<file path="src/design/wdt2sr_defines.svh">
// constants for the two stage reload watchdog
`ifndef WDT2SR_DEFINES_SVH
`define WDT2SR_DEFINES_SVH
// register byte addresses (printed offsets are not all word multiples: index * 4)
`define WDT2SR_IDX_PWRCTL 8'h87
`define WDT2SR_IDX_COUNT 8'hFF
`define WDT2SR_ADDR_PWRCTL 12'h21C
`define WDT2SR_ADDR_COUNT 12'h3FC
// power control field positions
`define WDT2SR_BIT_UNLOCK 4
`define WDT2SR_BIT_PDOWN 1
// timing
`define WDT2SR_MC_DIV 3'h6
`define WDT2SR_MC_LAST 3'h5
`define WDT2SR_PRE_MAX 11'h7FF
`define WDT2SR_CNT_MAX 8'hFF
`define WDT2SR_PULSE_MC 2'h3
`endif

</file>
<file path="src/design/wdt2sr_pkg.sv">
// types for the two stage reload watchdog
package wdt2sr_pkg;
  typedef enum logic [1:0] {
    WDT2SR_ST_RUN = 2'b00,
    WDT2SR_ST_PULSE = 2'b01
  } wdt2sr_state_t;
endpackage

</file>
<file path="src/design/wdt2sr_sync.sv">
// three stage input synchroniser, change accepted when last two agree
`timescale 1ns/100ps
module wdt2sr_sync (
  input wire logic pclk,
  input wire logic presetn,
  input wire logic din,
  output logic dout
);
  logic s1_reg;
  logic s2_reg;
  logic s3_reg;
  logic out_reg;
  // s1 is read only by s2
  always_ff @(posedge pclk or negedge presetn) begin
    if (!presetn) begin
      s1_reg <= 1'b1;
      s2_reg <= 1'b1;
      s3_reg <= 1'b1;
      out_reg <= 1'b1;
    end else begin
      s1_reg <= din;
      s2_reg <= s1_reg;
      s3_reg <= s2_reg;
      if (s2_reg == s3_reg) begin
        out_reg <= s3_reg;
      end
    end
  end
  assign dout = out_reg;
endmodule

</file>
<file path="src/design/wdt2sr_prescaler.sv">
// machine cycle divider and 11-bit prescaler
`timescale 1ns/100ps
`include "wdt2sr_defines.svh"
module wdt2sr_prescaler (
  input wire logic pclk,
  input wire logic presetn,
  input wire logic clear,
  output logic mc_tick,
  output logic wrap_tick
);
  logic [2:0] div_reg;
  logic [10:0] pre_reg;
  wire mc_end = (div_reg == `WDT2SR_MC_LAST);
  wire pre_end = (pre_reg == `WDT2SR_PRE_MAX);
  always_ff @(posedge pclk or negedge presetn) begin
    if (!presetn) begin
      div_reg <= 3'h0;
      pre_reg <= 11'h000;
    end else if (clear) begin
      div_reg <= 3'h0;
      pre_reg <= 11'h000;
    end else begin
      div_reg <= mc_end ? 3'h0 : div_reg + 3'h1; // RQ2
      if (mc_end) begin
        pre_reg <= pre_reg + 11'h001; // RQ1
      end
    end
  end
  assign mc_tick = mc_end;
  assign wrap_tick = mc_end && pre_end; // RQ3
endmodule

</file>
<file path="src/design/wdt2sr_top.sv">
// watchdog timer with two stage reload, apb register slave
//
// Behaviour
// RQ1: counter is 8 bits, advanced by carry of an 11-bit prescaler.
// RQ2: prescaler advances once per machine cycle, one sixth of the clock.
// RQ3: counter increments once every 6 x 2048 clock periods.
// RQ4: counter overflow produces an internal chip reset pulse.
// RQ5: overflow also drives a three machine cycle reset pin pulse; the code holds the pin 19 clocks, one clock plus three machine cycles.
// RQ6: low strap enables watchdog; software cannot disable it.
// RQ7: high strap disables watchdog; no overflow reset occurs.
// RQ8: counter writes ignored while unlock flag bit 4 is clear.
// RQ9: accepted counter write clears the unlock flag automatically.
// RQ10: counter counts up from loaded value; 00 longest, FF shortest.
// RQ11: prescaler and counter keep running in idle mode.
// RQ12: with watchdog enabled, power-down bit cannot be set, stays zero.
// RQ13: software reloads the counter before the interval elapses.
// RQ14: counter at index FF, power control at index 87.
// RQ15: system reset clears prescaler, counter and unlock flag.
`timescale 1ns/100ps
`include "wdt2sr_defines.svh"
module wdt2sr_top
  import wdt2sr_pkg::*;
(
  input wire logic pclk,
  input wire logic presetn,
  input wire logic psel,
  input wire logic penable,
  input wire logic pwrite,
  input wire logic [11:0] paddr,
  input wire logic [31:0] pwdata,
  input wire logic [3:0] pstrb,
  output logic [31:0] prdata,
  output logic pready,
  output logic pslverr,
  input wire logic watchdog_enable_strap_n,
  input wire logic idle_mode,
  output logic chip_reset_req,
  output logic reset_pin_out,
  output logic reset_pin_oe,
  output logic powerdown_req
);
  // ****************************************
  // strap synchroniser and prescaler
  // ****************************************
  logic strap_n_sync;
  logic mc_tick;
  logic wrap_tick;
  logic wd_clear;
  wdt2sr_sync u_sync (
    .pclk(pclk),
    .presetn(presetn),
    .din(watchdog_enable_strap_n),
    .dout(strap_n_sync)
  );
  // idle mode is not an input to the counting path: it keeps running
  wdt2sr_prescaler u_pre (
    .pclk(pclk),
    .presetn(presetn),
    .clear(wd_clear),
    .mc_tick(mc_tick),
    .wrap_tick(wrap_tick)
  ); // RQ11
  // ****************************************
  // state
  // ****************************************
  logic [7:0] watchdog_counter_reg;
  logic reload_unlock_flag_reg;
  logic powerdown_request_bit_reg;
  logic [7:0] pwrctl_other_reg;
  logic [31:0] prdata_reg;
  logic pready_reg;
  logic pslverr_reg;
  logic chip_reset_reg;
  logic pin_reg;
  logic [1:0] pulse_cnt_reg;
  logic idle_seen_reg;
  wdt2sr_state_t state_reg;
  // ****************************************
  // decode
  // ****************************************
  wire wd_enabled = !strap_n_sync; // RQ6 RQ7
  wire setup = psel && !penable;
  wire hit_pwrctl = (paddr == `WDT2SR_ADDR_PWRCTL); // RQ14
  wire hit_count = (paddr == `WDT2SR_ADDR_COUNT); // RQ14
  wire mapped = hit_pwrctl || hit_count;
  wire wr_pwrctl = setup && pwrite && hit_pwrctl && pstrb[0];
  wire wr_count = setup && pwrite && hit_count && pstrb[0];
  wire count_load = wr_count && reload_unlock_flag_reg; // RQ8
  wire overflow = wd_enabled && wrap_tick && (watchdog_counter_reg == `WDT2SR_CNT_MAX); // RQ4
  wire [7:0] pwrctl_view = {pwrctl_other_reg[7:5], reload_unlock_flag_reg,
                            pwrctl_other_reg[3:2], powerdown_request_bit_reg,
                            pwrctl_other_reg[0]};
  wire [7:0] rd_byte = hit_pwrctl ? pwrctl_view : (hit_count ? watchdog_counter_reg : 8'h00);
  assign wd_clear = chip_reset_reg; // internal reset restarts the timebase
  // ****************************************
  // apb slave: answers one cycle after setup
  // ****************************************
  always_ff @(posedge pclk or negedge presetn) begin
    if (!presetn) begin
      pready_reg <= 1'b0;
      pslverr_reg <= 1'b0;
      prdata_reg <= 32'h0000_0000;
    end else begin
      pready_reg <= setup;
      pslverr_reg <= setup && !mapped;
      prdata_reg <= (setup && !pwrite) ? {24'h00_0000, rd_byte} : 32'h0000_0000;
    end
  end
  // ****************************************
  // watchdog counter and power control
  // ****************************************
  always_ff @(posedge pclk or negedge presetn) begin
    if (!presetn) begin
      watchdog_counter_reg <= 8'h00; // RQ15
      reload_unlock_flag_reg <= 1'b0; // RQ15
      powerdown_request_bit_reg <= 1'b0;
      pwrctl_other_reg <= 8'h00;
    end else if (chip_reset_reg) begin
      watchdog_counter_reg <= 8'h00; // RQ4
      reload_unlock_flag_reg <= 1'b0;
      powerdown_request_bit_reg <= 1'b0;
      pwrctl_other_reg <= 8'h00;
    end else begin
      if (count_load) begin
        watchdog_counter_reg <= pwdata[7:0]; // RQ10
      end else if (wrap_tick) begin
        watchdog_counter_reg <= watchdog_counter_reg + 8'h01; // RQ1 RQ3 RQ10
      end
      // a power control write in the same cycle as a load: the load's auto clear wins
      if (count_load) begin
        reload_unlock_flag_reg <= 1'b0; // RQ9
      end else if (wr_pwrctl) begin
        reload_unlock_flag_reg <= pwdata[`WDT2SR_BIT_UNLOCK];
      end
      if (wr_pwrctl) begin
        powerdown_request_bit_reg <= pwdata[`WDT2SR_BIT_PDOWN] && !wd_enabled; // RQ12
        pwrctl_other_reg <= pwdata[7:0];
      end else if (wd_enabled) begin
        powerdown_request_bit_reg <= 1'b0; // RQ12
      end
    end
  end
  // ****************************************
  // reset pulse generator
  // ****************************************
  always_ff @(posedge pclk or negedge presetn) begin
    if (!presetn) begin
      state_reg <= WDT2SR_ST_RUN;
      chip_reset_reg <= 1'b0;
      pin_reg <= 1'b0;
      pulse_cnt_reg <= 2'h0;
    end else begin
      case (state_reg)
        WDT2SR_ST_RUN: begin
          chip_reset_reg <= 1'b0;
          if (overflow) begin
            state_reg <= WDT2SR_ST_PULSE;
            chip_reset_reg <= 1'b1; // RQ4
            pin_reg <= 1'b1; // RQ5
            pulse_cnt_reg <= 2'h0;
          end
        end
        WDT2SR_ST_PULSE: begin
          // pin pulse is held for 19 clocks, one clock plus three machine cycles after the divider restart; internal reset lasts one clock
          chip_reset_reg <= 1'b0;
          if (mc_tick) begin
            if (pulse_cnt_reg == `WDT2SR_PULSE_MC - 2'h1) begin
              state_reg <= WDT2SR_ST_RUN;
              pin_reg <= 1'b0; // RQ5
            end else begin
              pulse_cnt_reg <= pulse_cnt_reg + 2'h1;
            end
          end
        end
        default: begin
          state_reg <= WDT2SR_ST_RUN;
          pin_reg <= 1'b0;
          chip_reset_reg <= 1'b0;
        end
      endcase
    end
  end
  always_ff @(posedge pclk or negedge presetn) begin
    if (!presetn) begin
      idle_seen_reg <= 1'b0;
    end else begin
      idle_seen_reg <= idle_mode;
    end
  end
  assign prdata = prdata_reg;
  assign pready = pready_reg;
  assign pslverr = pslverr_reg;
  assign chip_reset_req = chip_reset_reg;
  assign reset_pin_out = pin_reg;
  assign reset_pin_oe = pin_reg;
  assign powerdown_req = powerdown_request_bit_reg;
endmodule

</file>
<file path="config.mk">
export PLATFORM = sky130hd
export DESIGN_NAME = wdt2sr_top
export DESIGN_NICKNAME = d
export VERILOG_FILES = /design/src/design/wdt2sr_pkg.sv /design/src/design/wdt2sr_sync.sv /design/src/design/wdt2sr_prescaler.sv /design/src/design/wdt2sr_top.sv
export VERILOG_INCLUDE_DIRS = /design/src /design/src/design
export SDC_FILE = /design/constraint.sdc
export NUM_CORES = 1
export LEC_CHECK = 0
export BUFFER_PORTS_ARGS = -buffer_cell sky130_fd_sc_hd__clkbuf_2
export CAP_MARGIN = 20
export CELL_PAD_IN_SITES_DETAIL_PLACEMENT = 1
export CELL_PAD_IN_SITES_GLOBAL_PLACEMENT = 1
export CORE_MARGIN = 4
export CORE_UTILIZATION = 33
export DETAILED_ROUTE_END_ITERATION = 10
export GPL_TIMING_DRIVEN = 0
export HOLD_SLACK_MARGIN = 0.02
export PLACE_DENSITY = 0.86
export RECOVER_POWER = 100
export SETUP_SLACK_MARGIN = 0.02
export SYNTH_ARGS = -nofsm -noshare
export SYNTH_HDL_FRONTEND = slang
export SYNTH_HIERARCHICAL = 1
export SYNTH_SLANG_ARGS = --single-unit
</file>
<file path="constraint.sdc">
create_clock -name pclk -period 2.28 [get_ports pclk]
set_input_delay 0.456 -clock pclk [delete_from_list [all_inputs] [get_ports pclk]]
set_output_delay 0.456 -clock pclk [all_outputs]
set_load 0.02 [all_outputs]
</file>
# == After elaboration in Yosys (flattened, before gate mapping) ==
# Cells that the tools add are included.
# Widths: inputs -> output; s select.
# op_classes
n_addsub,4
n_mul,0
n_div,0
n_lt_le_gt_ge,0
eq_ne,13
n_shift,0
n_mux,32
bitwise_logic,0
reduce_logical,26
# ops
cell,n
$mux 8,8
$eq 12x10->1 const B,2
$mux 11,2
$logic_and 1x1->1,13
$mux 2,6
$add 11x1->11 const B,1
$eq 11x11->1 const B,1
$mux 1,11
$add 8x1->8 const B,1
$eq 8x8->1 const B,1
$pmux 2 s2,2
$mux 3,2
$ne 2x2->1 const B,3
$reduce_bool 2->1,3
$reduce_bool 3->1,2
$logic_not 1->1,4
$reduce_and 4->1,1
$add 3x1->3 const B,1
$eq 3x3->1 const B,1
$ne 3x3->1 const B,1
$reduce_and 3->1,1
$add 2x1->2 const B,1
$eq 2x1->1 const B,1
$eq 2x2->1 const B,1
other kinds (5),5
# totals
register_bits,52
latch_bits,0
ramBits,0
mem_bits_ro,0
inputBits,55
output_inout_bits,38
wordCells,92
n_memories,0

# == Longest topological paths before layout ==
# depth
ltp_word,8
ltp_mapped,8
depth_no_buf,8

# == Hierarchy ==
# The synthesis kept the hierarchy.
# modules_own_cells
mod,instances,cells_each,area_per_inst_um2,seq_area_each_um2
wdt2sr_top,1,162,1679.1,750.7
wdt2sr_prescaler,1,70,713.2,350.3
wdt2sr_sync,1,5,116.4,105.1

# == Worst setup path before layout ==
# No wires, ideal clock.
# synth_timing
path_kind,register to register
start,register u_pre.pre_reg[0]
end,register pulse_cnt_reg[0]
setup_time_ns,0.121
arrival_ns,2.173
t_required_ns,2.159
setup_slack_ns,-0.014
stages_incl_launch_ff,9
n_path_buf,0
synth_period_minus_slack_ns,2.294
path_cell_list,dfrtp_1 -> ha_1 -> nand3_1 -> nor4_1 -> and2_1 -> nand4_1 -> nor4b_1 -> a21oi_1 -> a22o_1
# synth_between
elab_chain_len,6
# synth_lines
element,line,rtl
from (decl),wdt2sr_prescaler.sv:12,logic [10:0] pre_reg;
from (signal assigned),wdt2sr_prescaler.sv:25,pre_reg <= pre_reg + 11'h001;
$eq 11x11->1 (no line),n/a,
$logic_and 1x1->1,wdt2sr_prescaler.sv:30,assign wrap_tick = mc_end && pre_end;
net wrap_tick,wdt2sr_top.sv:47,logic wrap_tick;
$logic_and 1x1->1 (2 in series),wdt2sr_top.sv:89,wire overflow = wd_enabled && wrap_tick && (watchdog_counter_reg == `WDT2SR_CNT_MAX);
$ne 2x2->1 (no line),n/a,
$reduce_and 4->1 (no line),n/a,
to (signal assigned),wdt2sr_top.sv:171,pulse_cnt_reg <= pulse_cnt_reg + 2'h1;
to (decl),wdt2sr_top.sv:75,logic [1:0] pulse_cnt_reg;
# The timed path passes the listed nets, and every way through them passes these cells.
# A chain may end at the register's enable or synchronous reset.

# == Worst setup path in the final report ==
# layout_timing
start,register u_pre.pre_reg[1]
end,register pulse_cnt_reg[0]
# The elaborated chain is that of the path after synthesis.

==> flow_summary.yaml <==
logic_synthesis:
  ys_seq_area_share_pct: 48.1
  ys.flop_type: "dfrtp_1"
  yosysUniqueCellTypes: 51
  async_reset_ff_share_pct: 100
  synth.largest_area_cell: "dfrtp_1"
  yosysTopAreaCellShare_pct: 43.9
  avgSynthCellArea_um2: 10.6
  ys_warn_count: 6
  synth_edf_count: 0
  netlist_instances: 237
  synth_seq_cells: 48
  ys_top_cells_by_area: "dfrtp_1 (44%), buf_4 (7.5%), mux2i_1 (4.4%), dfstp_2 (4.2%), nor2_1 (3.4%)"
  syn_area_mm2: 0.00251
floorplanning:
  die_y_um: 95.2
  ios: 93
  core_mm2: 0.00733
  start_util_pct: 34.2
  die_w_um: 95.2
  dieArea_mm2: 0.00906
  num_rows: 31
worst_setup_path:
  cp-startpoint: "u_pre/pre_reg[1]"
  worst-setup-path-type: "reg2reg"
  timing.rr.start: "u_pre/pre_reg[1]"
  cp_slowest_stage_delay_ns: 0.46
  cp_top_family: "simple AND/OR/NAND/NOR gates"
  path_max_fanout: 5
  start_kind: "register"
  cp_data_arrival_time_ns: 2.47
  path_cells: "ha_4 -> nand3_4 -> nor4_4 -> and2_4 -> nand4_1 -> buf_6 -> nor4b_4 -> a21oi_2 -> a22o_1"
  critPathSlowestCell: "dfrtp_1"
  worst_setup_path_end_kind: "register"
  path_buf_inv: 1
  required_ns: 2.48
finish:
  antenna_cells: 0
  nets: 375
  final_cells: 417
  largest_reg_flops: 11
  drive_gt1_share_pct: 30.5
  synthToLayoutAreaGrowth_pct: 26.4
job:
  cap_violations: 0
run_status:
  status: "completed"
grt:
  grt_pass1_vias: 2153
  grt_max_degree: 38
  grt_overflow_total: 0
  grt_pass1_wl_um: 10100
  grt_usage_pct: 14.3
  antenna_found_initial: 0
pwr:
  power_density_mw_per_mm2: 511
  vdd_drop_max_v: 0.000267
  power_leakage_nw: 1.50
  p_sw_share_pct: 23.6
  clock_power_share_pct: 38.4
  p_sw_mw: 0.383
  combinationalPowerShare_pct: 8.2
  p_seq_share_pct: 53.3
  cellInternalPower_mw: 1.24
sta:
  period_share_pct: 99.6
  slew_headroom_pct: 38.7
  slew_viol_final: 0
  clock_skew_ns: 0.0116
  fmax_ghz: 0.440
  finalCriticalPeriod_ns: 2.27
  rsz0062_at_grt: "true"
  worstMarginPinSlew_ns: 0.919
  setup_violations: 0
  setup_ws_ns: 0.00982
  tns_ns: 0
  hold_viol_final: 0
detailed_routing:
  drc: 0
  ant_nets: 0
  vias: 2056
  first_pass_iters: 4
  routed_via_density: 4.93
  initialDrtViolationCount: 41
  drt-total-wl_um: 6700
  wl_per_cell_um: 16.1
cts:
  cts_tree: "yes"
  ctsHtreeMaxLevel: 2
  cts_made_buffers: 5
  cts_sinks: 48
  root_buffer: "clkbuf_8"
  clk_latency_ns: 0.31
  clk_pin_slew_ns: 0.10
  cts_buffer_depth: 2
placement:
  place_inst: 400
  post-place-ws_ns: -0.430
  routabilityCongestion: 0.810
  portBuffers: 40
  dp_hpwl_um: 4460
worst_hold_path:
  holdCritPathClass: "in2async"
[what timing repair did]
item                       CTS  global route
hold buffers                 0             0
setup endpoints to repair    9            12
buffers inserted             2             7
pin swaps                    2             6
gates resized for setup      7             9
[per-stage QoR]
| stage | hold slack (ns) | util (%) | power (mW) | instance area, um^2 |
|---|---|---|---|---|
| 2_1_floorplan | 0.160 | - | 0.963 | 2600 |
| 3_3_place_gp | 0.346 | 39.9 | 1.01 | 2930 |
| 3_5_place_dp | 0.348 | 40.2 | 1.02 | 2950 |
| 4_1_cts | 0.0432 | 42.4 | 1.63 | 3110 |
| 5_1_grt | 0.185 | 43.2 | 1.68 | 3170 |
| 6_report | 0.135 | 43.2 | 1.62 | 3170 |
[synthesized netlist by cell type, types with 2 or more instances]
master / count
a21oi_1: 14
a221oi_1: 3
a22o_1: 2
a22oi_1: 8
a41o_1: 5
and2_1: 2
and4_1: 2
buf_1: 2
buf_4: 25
clkbuf_1: 4
dfrtp_1: 44
dfstp_2: 4
ha_1: 3
inv_1: 12
mux2_2: 2
mux2i_1: 11
nand2_1: 5
nand2b_1: 2
nand3_1: 6
nand4_1: 4
nand4b_1: 3
nor2_1: 23
nor2b_1: 4
nor3_1: 2
nor3b_1: 4
nor4_1: 2
o21ai_0: 2
o31ai_1: 4
or4_1: 4
xnor2_1: 3
xor2_1: 6
[cells by family after synthesis]
kind of cell	after synthesis	synth area share, %
multiplexers	13	5.29
flip-flops	48	48.1
adder cells (fa/ha/maj)	4	1.95
other	1	0.149
AND/OR/NAND/NOR	75	18.6
AO/OA/AOI/OAI	42	11.9
buffers and inverters	45	10.9
XOR/XNOR	9	3.14
[final cells by class]
class	count	area, um^2
clock buffers	6	72.6
plain buffers	33	229
well taps	99	124
clock inverters	2	35.0
flip-flops and latches	48	1210
fillers	829	4160
repair buffers	50	262
multi-input cells	167	1200
inverters	12	45.0
[layer usage]
layer	track usage [%]	wire [um]	part of all wire, %	vias to the layer above
met2	25.1	3510	52	55
met5	0	0	0	-
met1	16.5	2710	40	1030
met4	6.49	150	2.2	0
li1	-	-	-	957
met3	3.16	330	4.9	14
[power by group through the flow]
stage               sequential, mW  combinational [mW]  clock, mW
detailed placement           0.881               0.135          0
global route                 0.865               0.148      0.666
global placement             0.881               0.128          0
CTS                          0.865               0.136      0.625
floorplan                    0.882              0.0805          0
finish                       0.864               0.134      0.623
[placed cells by master (no fill, tap or decap), drive strengths merged, types with 4 or more instances in the layout]
cell type,synthesis,final
mux2i,11,11
or4,5,5
conb,1,24
nand4,4,4
nand2,6,6
nand3,6,6
dfrtp,44,44
buf,28,37
a41o,5,5
xor2,6,6
dfstp,4,4
a22oi,8,8
inv,12,12
o31ai,4,4
nor2b,4,4
nor3b,5,5
nor2,23,23
a21oi,14,14
clkbuf,5,52
[final timing paths]
kind | depth (start not counted) | to | slack (ns)
min | 1 | u_pre/pre_reg[8] | 0.14
min reg2reg | 0 | u_sync/s2_reg | 0.36
max | 9 | pulse_cnt_reg[0] | 0.01
min in group pclk | 1 | u_sync/s1_reg | 0.23
max in group asynchronous | 2 | prdata[4] | 0.81
max reg2reg | 9 | pulse_cnt_reg[0] | 0.01
Power figures use the tool's default switching activity.
